`src/him_pkg.sv`:
```
// constants and carrier types of the host interrupt mask block
package him_pkg;

    // ****************************************************
    // register offsets
    // ****************************************************
    localparam int unsigned ADDR_W = 8;
    localparam logic [7:0] OFF_MASK_SET = 8'h88;
    localparam logic [7:0] OFF_MASK_CLR = 8'h8C;
    localparam logic [7:0] OFF_TXEV_SET = 8'h90;
    localparam logic [7:0] OFF_TXEV_CLR = 8'h94;
    localparam logic [7:0] OFF_STAT     = 8'hE0;
    localparam logic [7:0] OFF_STAT_CLR = 8'hE4;
    localparam logic [7:0] OFF_STAT_EN  = 8'hE8;

    // ****************************************************
    // field layout and reset values
    // ****************************************************
    localparam int unsigned GIE_BIT    = 31;
    localparam int unsigned MAKER_BIT  = 30;
    localparam int unsigned RX_SUM_BIT = 7;
    localparam int unsigned TX_SUM_BIT = 6;
    localparam int unsigned TX_CTX_N   = 8;
    // bits software may set or clear in the mask
    localparam logic [31:0] MASK_SW_BITS  = 32'hC7FB_033F;
    // everything but the global enable takes part in the event match
    localparam logic [31:0] MASK_EVT_BITS = 32'h7FFF_FFFF;
    localparam logic [31:0] MASK_RST      = 32'h0000_0000;
    localparam logic [7:0]  TXEV_RST      = 8'h00;

    localparam int unsigned STAT_W      = 2;
    localparam int unsigned ST_TXEV     = 0;
    localparam int unsigned ST_GIE_DROP = 1;
    localparam logic [1:0]  STAT_RST    = 2'h0;

    // ****************************************************
    // carrier types
    // ****************************************************
    typedef struct packed {
        logic              wr;
        logic              rd;
        logic [ADDR_W-1:0] addr;
        logic [31:0]       wdata;
    } him_req_s;

    typedef struct packed {
        logic [31:0]         mask;
        logic [TX_CTX_N-1:0] tx_event;
        logic [TX_CTX_N-1:0] ctx_prev;
        logic [STAT_W-1:0]   stat;
        logic [STAT_W-1:0]   stat_en;
        logic [31:0]         rdata;
    } him_state_s;

endpackage

```
`src/him_irq_mask.sv`:
```
// interrupt mask and transmit context event registers
`timescale 1ns/1ps

// What this block does
// reads at mask set or clear offset return the one mask register
// mask bits below 30 enable the event bit at the same position
// global enable bit 31 gates the host interrupt; status_irq is not gated by it
// mask bit 30 enables the maker defined event bit 30
// mask bits are set/clear, update, or read-only by position
// mask set at 88h, mask clear at 8Ch
// a context interrupt comes from a completed last-output command
// event bit sets on rising context interrupt or written one at set
// event bit clears only by a one written at the clear offset
// event bit N belongs to transmit context N, summary event bit 6
// event bits 31 to 8 read as zero
// event set at 90h, event clear at 94h
// read at 94h returns events ANDed with the context enables
// summary event is the unlatched OR of enabled context events
// zero bits written at set or clear offsets change nothing
// host interrupt while global enable and an enabled event are set
module him_irq_mask
    import him_pkg::*;
(
    input  wire logic                sys_clk,
    input  wire logic                rstn,
    input  wire logic                ce,
    input  wire him_req_s            req,
    output logic [31:0]              rdata,
    input  wire logic [31:0]         main_event,
    input  wire logic [TX_CTX_N-1:0] tx_context_irq,
    input  wire logic [TX_CTX_N-1:0] tx_context_enable_in,
    input  wire logic                rx_summary_enable_in,
    input  wire logic                global_irq_drop,
    output logic [TX_CTX_N-1:0]      tx_context_event,
    output logic                     tx_stream_summary_event,
    output logic                     global_irq_enable,
    output logic                     maker_defined_irq_enable,
    output logic                     host_irq,
    output logic                     status_irq
);

    // ****************************************************
    // helpers
    // ****************************************************
    // one-bits of the write act, zero-bits leave the bit alone
    function automatic logic [31:0] w1_apply(
        input logic [31:0] cur,
        input logic [31:0] data,
        input logic        set
    );
        w1_apply = set ? (cur | data) : (cur & ~data);
    endfunction

    function automatic logic hit(
        input him_req_s    r,
        input logic [7:0]  off
    );
        hit = (r.addr == off);
    endfunction

    // ****************************************************
    // state
    // ****************************************************
    him_state_s          st_reg;
    him_state_s          st_next;
    logic [TX_CTX_N-1:0] ctx_rise;
    logic [TX_CTX_N-1:0] txev;
    logic [TX_CTX_N-1:0] txev_and_en;
    logic [31:0]         txev_wide;
    logic [31:0]         txev_w1s;
    logic [31:0]         txev_w1c;
    logic [31:0]         mask;
    logic [31:0]         eff_event;
    logic                gie_drop;

    assign txev        = st_reg.tx_event;
    assign mask        = st_reg.mask;
    assign txev_and_en = txev & tx_context_enable_in;
    // widened copy so the word-wide write helper can act on it
    assign txev_wide   = {{(32-TX_CTX_N){1'b0}}, txev};
    assign txev_w1s    = w1_apply(txev_wide, req.wdata, 1'b1);
    assign txev_w1c    = w1_apply(txev_wide, req.wdata, 1'b0);

    // context interrupt is raised by the DMA side when a
    // last-output command with its interrupt bits completes
    assign ctx_rise = tx_context_irq & ~st_reg.ctx_prev;

    // a software set of bit 31 in the same cycle wins
    assign gie_drop = global_irq_drop && mask[GIE_BIT]
                      && !(req.wr && hit(req, OFF_MASK_SET)
                           && req.wdata[GIE_BIT]);

    // ****************************************************
    // next state
    // ****************************************************
    always_comb begin
        st_next          = st_reg;
        st_next.ctx_prev = tx_context_irq;

        // mask register writes
        if (req.wr && hit(req, OFF_MASK_SET)) begin
            st_next.mask = w1_apply(mask,
                                    req.wdata & MASK_SW_BITS,
                                    1'b1);
        end
        if (req.wr && hit(req, OFF_MASK_CLR)) begin
            st_next.mask = w1_apply(mask,
                                    req.wdata & MASK_SW_BITS,
                                    1'b0);
        end
        // hardware updated bits
        if (gie_drop) begin
            st_next.mask[GIE_BIT] = 1'b0;
        end
        st_next.mask[RX_SUM_BIT] = rx_summary_enable_in;
        st_next.mask[TX_SUM_BIT] = |tx_context_enable_in;

        // transmit context events
        if (req.wr && hit(req, OFF_TXEV_SET)) begin
            st_next.tx_event = txev_w1s[TX_CTX_N-1:0];
        end
        if (req.wr && hit(req, OFF_TXEV_CLR)) begin
            st_next.tx_event = txev_w1c[TX_CTX_N-1:0];
        end
        // edge set applied last so it wins over a clear
        st_next.tx_event = st_next.tx_event | ctx_rise;

        // block status, sticky, write one to clear
        if (req.wr && hit(req, OFF_STAT_CLR)) begin
            st_next.stat = st_reg.stat & ~req.wdata[STAT_W-1:0];
        end
        if (req.wr && hit(req, OFF_STAT_EN)) begin
            st_next.stat_en = req.wdata[STAT_W-1:0];
        end
        st_next.stat[ST_TXEV]     = st_next.stat[ST_TXEV] | (|ctx_rise);
        st_next.stat[ST_GIE_DROP] = st_next.stat[ST_GIE_DROP] | gie_drop;

        // read data stand for exactly one cycle
        st_next.rdata = 32'h0000_0000;
        if (req.rd) begin
            case (req.addr)
                OFF_MASK_SET, OFF_MASK_CLR: begin
                    st_next.rdata = mask;
                end
                OFF_TXEV_SET: begin
                    st_next.rdata = {24'h0, txev};
                end
                OFF_TXEV_CLR: begin
                    st_next.rdata = {24'h0, txev_and_en};
                end
                OFF_STAT: begin
                    st_next.rdata = {30'h0, st_reg.stat};
                end
                OFF_STAT_EN: begin
                    st_next.rdata = {30'h0, st_reg.stat_en};
                end
                default: begin
                    st_next.rdata = 32'h0000_0000;
                end
            endcase
        end
    end

    // ****************************************************
    // registers
    // ****************************************************
    // reset value of the mask is chosen as all disabled
    always_ff @(posedge sys_clk or negedge rstn) begin
        if (!rstn) begin
            st_reg.mask     <= MASK_RST;
            st_reg.tx_event <= TXEV_RST;
            st_reg.ctx_prev <= TXEV_RST;
            st_reg.stat     <= STAT_RST;
            st_reg.stat_en  <= STAT_RST;
            st_reg.rdata    <= 32'h0000_0000;
        end else if (ce) begin
            st_reg <= st_next;
        end
    end

    // ****************************************************
    // outputs
    // ****************************************************
    // summary is never latched, it follows events and enables
    assign tx_stream_summary_event = |txev_and_en;

    always_comb begin
        eff_event             = main_event;
        eff_event[TX_SUM_BIT] = tx_stream_summary_event;
    end

    // bit 30 and bits below share one match; bit 31 gates all
    assign host_irq = mask[GIE_BIT]
                      && |(eff_event & mask & MASK_EVT_BITS);

    assign status_irq               = |(st_reg.stat & st_reg.stat_en);
    assign rdata                    = st_reg.rdata;
    assign tx_context_event         = txev;
    assign global_irq_enable        = mask[GIE_BIT];
    assign maker_defined_irq_enable = mask[MAKER_BIT];
endmodule

```
`config.mk`:
```
export PLATFORM = sky130hd
export DESIGN_NAME = him_irq_mask
export DESIGN_NICKNAME = d
export VERILOG_FILES = /design/src/him_pkg.sv /design/src/him_irq_mask.sv
export SDC_FILE = /design/constraint.sdc
export NUM_CORES = 1
export LEC_CHECK = 0
export ABC_CLOCK_PERIOD_IN_PS = 1800
export BUFFER_PORTS_ARGS = -buffer_cell sky130_fd_sc_hd__buf_2
export CAP_MARGIN = 5
export CORE_MARGIN = 2
export CORE_UTILIZATION = 51
export CTS_CLUSTER_DIAMETER = 50
export DETAILED_ROUTE_END_ITERATION = 10
export PLACE_DENSITY = 0.84
export SETUP_SLACK_MARGIN = 0.05
export SLEW_MARGIN = 40
export SYNTH_ARGS = -nofsm -noshare
export SYNTH_HDL_FRONTEND = slang
export SYNTH_SLANG_ARGS = --single-unit
```
`constraint.sdc`:
```
create_clock -name sys_clk -period 1.8 [get_ports sys_clk]
set_input_delay 0.09 -clock sys_clk [delete_from_list [all_inputs] [get_ports sys_clk]]
set_output_delay 0.09 -clock sys_clk [all_outputs]
set_load 0.02 [all_outputs]
```
After elaboration in Yosys (flattened, before gate mapping)
Index checks and enable logic that the tools add are counted.
{"block": "totals", "latchBits": 0, "memories": 0, "reg_bits": 84, "output_inout_bits": 45, "ram_bits": 0, "rom_bits": 0}
{"block": "classes", "n_eq_ne": 7, "bitwise": 16, "add_sub_neg": 0, "muxes": 8, "n_reduce_logical": 22, "div": 0, "mul": 0, "n_shift": 0, "order_cmp": 0}
{"op": "case mux 32 bit (5 select lines)", "count": 1}
{"op": "2-to-1 mux 32 bit", "count": 3}
{"op": "equality test 8 bit (second input constant)", "count": 7}
{"op": "bitwise AND 32 bit", "count": 1}
{"op": "inverter 32 bit", "count": 1}
{"op": "bitwise OR 32 bit", "count": 1}
{"op": "bitwise AND 31 bit", "count": 1}
{"op": "OR reduction 31 bit", "count": 1}
{"op": "bitwise AND 8 bit", "count": 3}
{"op": "OR reduction 8 bit", "count": 3}
{"op": "2-to-1 mux 8 bit", "count": 2}
{"op": "inverter 8 bit", "count": 2}
{"op": "bitwise OR 8 bit", "count": 2}
{"op": "logical AND 1 bit", "count": 10}
{"op": "AND reduction 2 bit", "count": 3}
{"op": "bitwise AND 2 bit", "count": 2}
{"op": "OR reduction 2 bit", "count": 2}
{"op": "nonzero test 3 bit", "count": 1}
{"op": "2-to-1 mux 2 bit", "count": 1}
{"op": "inverter 2 bit", "count": 1}
{"op": "bitwise OR 1 bit", "count": 2}
{"op": "nonzero test 2 bit", "count": 1}
{"op": "zero test 1 bit", "count": 1}
{"op": "2-to-1 mux 1 bit", "count": 1}

Longest topological paths before layout
{"block": "logic_depth", "word_depth": 7, "depth_mapped": 6, "mapped_depth_nobuf": 4}

Least setup slack after synthesis
No wires, ideal clock.
{"block": "synth_timing", "path_kind": "input to register", "from": "input port req[36] in the netlist's numbering", "to": "register with a tool-made name", "setup_slack_ns": 0.259, "cell_stages": 6, "setup_time_ns": 0.137, "n_path_buf": 3, "arrival_ns": 1.404, "cell_sequence": "or4b_1 buf_2 nor3_1 buf_2 buf_6 a31oi_1"}
{"item": "from (decl)", "line": "him_irq_mask.sv:27", "source": "input wire him_req_s req,"}

Worst setup path in the final report
{"block": "layout_timing", "from": "register st_reg, in the netlist tx_context_event[7]", "to": "output port host_irq"}
{"block": "layout_between", "elab_chain_cells": 5}
{"item": "from (decl)", "line": "him_irq_mask.sv:64", "source": "him_state_s st_reg;"}
{"item": "from (signal assigned)", "line": "him_irq_mask.sv:177", "source": "st_reg <= st_next;"}
{"item": "bitwise AND 8 bit", "line": "him_irq_mask.sv:78", "source": "assign txev_and_en = txev & tx_context_enable_in;"}
{"item": "OR reduction 8 bit", "line": "him_irq_mask.sv:185", "source": "assign tx_stream_summary_event = |txev_and_en;"}
{"item": "bitwise AND 31 bit", "line": "him_irq_mask.sv:194", "source": "&& |(eff_event & mask & MASK_EVT_BITS);"}
{"item": "OR reduction 31 bit", "line": "him_irq_mask.sv:194"}
{"item": "logical AND 1 bit", "line": "him_irq_mask.sv:194"}
{"item": "to (decl)", "line": "him_irq_mask.sv:38", "source": "output logic host_irq,"}
Every way passes these cells.

==> metrics.md <==
| Metric | Value |
|---|---|
| Status | finished clean |
| Largest net degree at the start of global routing | 41 |
| First drt pass iteration count | 5 |
| Netlist Area Pre-Place | 3390 µm² |
| Syn avg cell area | 10.4 µm² |
| Residual DRC | 0 |
| Final Hold Viols | 0 |
| Crit-path cells | a22oi_1 -> nand4_1 -> nand2_1 -> a41oi_1 -> buf_4 |
| Dominant cell by count in the synthesized netlist | dfrtp_1 |
| Via count | 3190 |
| Yosys top cell area share | 47.2% |
| Routed wire length | 9610 µm |
| Vias per std cell | 6.11 |
| Post-synth top cells | 64 x dfrtp_1, 40 x buf_4, 35 x a31oi_1 |
| P_sw | 0.858 mW |
| Maxcap violations | 0 |
| #FFs+latches synth | 64 |
| Gr ovfl total | 0 |
| Leakage | 2.06 nW |
| Clock latency on the worst-skew pair | 340 ps |
| Power share of the clock group | 38.4% |
| Setup ws final | 64.7 ps |
| Pwr Density | 735 nW/µm² |
| VDD IR-drop max | 532 µV |
| Share of cells above drive strength 1 | 35.7% |
| TritonCTS buffer count | 9 |
| Final setup viols | 0 |
| First DRT Iteration DRCs | 278 |
| First-pass GRT wire length | 15100 µm |
| Max-slew violation count | 0 |
| Initial cell density of the core | 53.1% |
| Setup CP Type | register to output pin |
| Critical Path AT | 1650 ps |
| Slew margin rel. | 52.0% |
| Combinational share of power | 14.1% |
| Ports | 140 |
| Final Critical Period | 1740 ps |
| Main synth FF type | dfrtp_1 |
| Min Hold Slack | 17.1 ps |
| # rows | 29 |
| RSZ-0062 raised after global routing | true |
| Cells after Synth | 326 |
| CP Max Fanout | 5 |
| Placeable Area | 6390 µm² |
| P&R area growth vs syn | 27.8% |
| Int Pwr | 2.33 mW |
| Initial antenna violation count | 0 |
| Switch share | 27.0% |
| Filler cell count | 476 |
| Worst slack, placed | 42.0 ps |
| Synth warnings | 0 |
| Die W | 85.5 µm |
| PortBufs | 107 |
| Worst Tran Pin Value | 719 ps |
| Clock Tree Root | clkbuf_8 |
| CTS H-tree lvls | 3 |
| Sequential area share after synthesis | 47.2% |
| Crit share post-route | 96.4% |
| Clock tree from TritonCTS | yes |
| Main area contributors after synthesis | dfrtp_1 47%, buf_4 8.9%, a31oi_1 6.5% |
| Post-DP HPWL | 6630 µm |
| Slowest CP cell | dfrtp_1 |
| Final Net Count | 535 |
| Worst-path clk slew | 70 ps |
| ANT nets after route | 0 |
| Worst setup EP type | output pin |
| Clock Skew | 9.32 ps |
| Total power | 3.18 mW |
| F_max | 576 MHz |
| Slowest cell delay on critical path | 450 ps |
| CTS Buffer Depth | 2 |
| Post-synth EDFFs | 0 |
| Final GP Congestion | 0.867 |
| Post-route setup TNS | 0 ps |
| CP Data Required Time | 1710 ps |
| Die area | 7310 µm² |
| Post-synth cell types | 44 |
| WL/cell | 18.4 µm |
| CP Launch Type | register |
| Vias in the first global route | 3098 |
| Diodes inserted | 0 |
| TritonCTS sink count | 64 |
| Total track usage | 26.7% |
| Post-synth ARST share | 100% |
| Top cell type by total area after synthesis | dfrtp_1 |
| Reg power frac | 47.6% |
| Die Span Y | 85.5 µm |
| Hold crit path type | input pin to register |
path summary, 6_finish.rpt:
| path | from | end | slack, ps | cells past startpoint |
|---|---|---|---|---|
| max | tx_context_event[7]$_DFFE_PN0P_ | host_irq | 60 | 5 |
| min | req[0] | register | 20 | 2 |
| max reg2reg | st_reg[42]$_DFFE_PN0P_ | st_reg[34]$_DFFE_PN0P_ | 540 | 4 |
| min reg2reg | rdata[4]$_DFFE_PN0P_ | rdata[4]$_DFFE_PN0P_ | 490 | 1 |
| max in group asynchronous | rstn | tx_context_event[1]$_DFFE_PN0P_ | 940 | 3 |
| min in group asynchronous | rstn | st_reg[42]$_DFFE_PN0P_ | 320 | 2 |
per-stage QoR:
stage	util [%]	cell area [µm²]	cells
final	67.8	4330	522
after global routing	67.8	4330	522
after CTS	67.6	4320	521
after detailed placement	59.7	3810	474
after global placement	59.7	3810	474
after floorplan	-	3420	335
per-layer routing:
layer / part of all wire [%] / global-route usage [%] / vias up
met5: 0 / 0 / -
met4: 3.1 / 12.1 / 0
met3: 6.6 / 6.45 / 25
met2: 50 / 43.0 / 167
met1: 40 / 34.4 / 1553
li1: - / - / 1445
critical path: cells and delay by family (launching register included):
| family | cells | cell delay (ps) |
|---|---|---|
| DFF | 1 | 450 |
| AOI/OAI and AO/OA | 2 | 350 |
| and+or+nand+nor | 2 | 320 |
| buffers and inverters | 1 | 180 |
power by group through the flow:
| stage | Clock [mW] | Sequential (mW) | Combinational [mW] |
|---|---|---|---|
| CTS | 1.23 | 1.51 | 0.438 |
| global route | 1.31 | 1.52 | 0.488 |
| global placement | 0 | 1.54 | 0.365 |
| finish | 1.22 | 1.51 | 0.448 |
| detailed placement | 0 | 1.54 | 0.377 |
| floorplan | 0 | 1.53 | 0.194 |
area by class of cell:
cell class                      count  area, µm²  area share, %
Multi-Input combinational cell    204       1420           32.8
Inverter                            8       30.0          0.693
Clock buffer                        9        124           2.86
Clock inverter                      7       70.1           1.62
Sequential cell                    64       1600           37.0
Tap cell                           77       96.3           2.22
Timing Repair Buffer              153        988           22.8
cell usage in the layout (no fill, tap or decap), types with 10 or more instances in the layout:
master | Yosys | routed
o21ai_0 | 11 | 11
dlygate4sd3_1 | 0 | 27
a21oi_1 | 13 | 13
nand2b_1 | 11 | 11
buf_4 | 40 | 17
a32oi_1 | 11 | 11
nand2_1 | 22 | 22
a31oi_1 | 35 | 35
a22o_1 | 21 | 21
conb_1 | 1 | 10
dfrtp_1 | 64 | 64
buf_2 | 5 | 106
cell families (layout without fill, tap and decap cells):
group	count (synthesis)	count (layout)	synth area share, %
compound gates	125	125	26.9
buf+inv	67	177	12.5
flops	64	64	47.3
simple gates	61	61	10.6
mux	8	8	2.66
other cells	1	10	0.111
what timing repair did:
| item | CTS | global route |
|---|---|---|
| hold endpoints to repair | 48 | 1 |
| resized for setup | 3 | 1 |
| pin swaps | 1 | 1 |
| buffers inserted | 5 | 0 |
| setup endpoints to repair | 1 | 1 |
| hold buffers | 26 | 1 |
(Power assumes the default switching activity.)
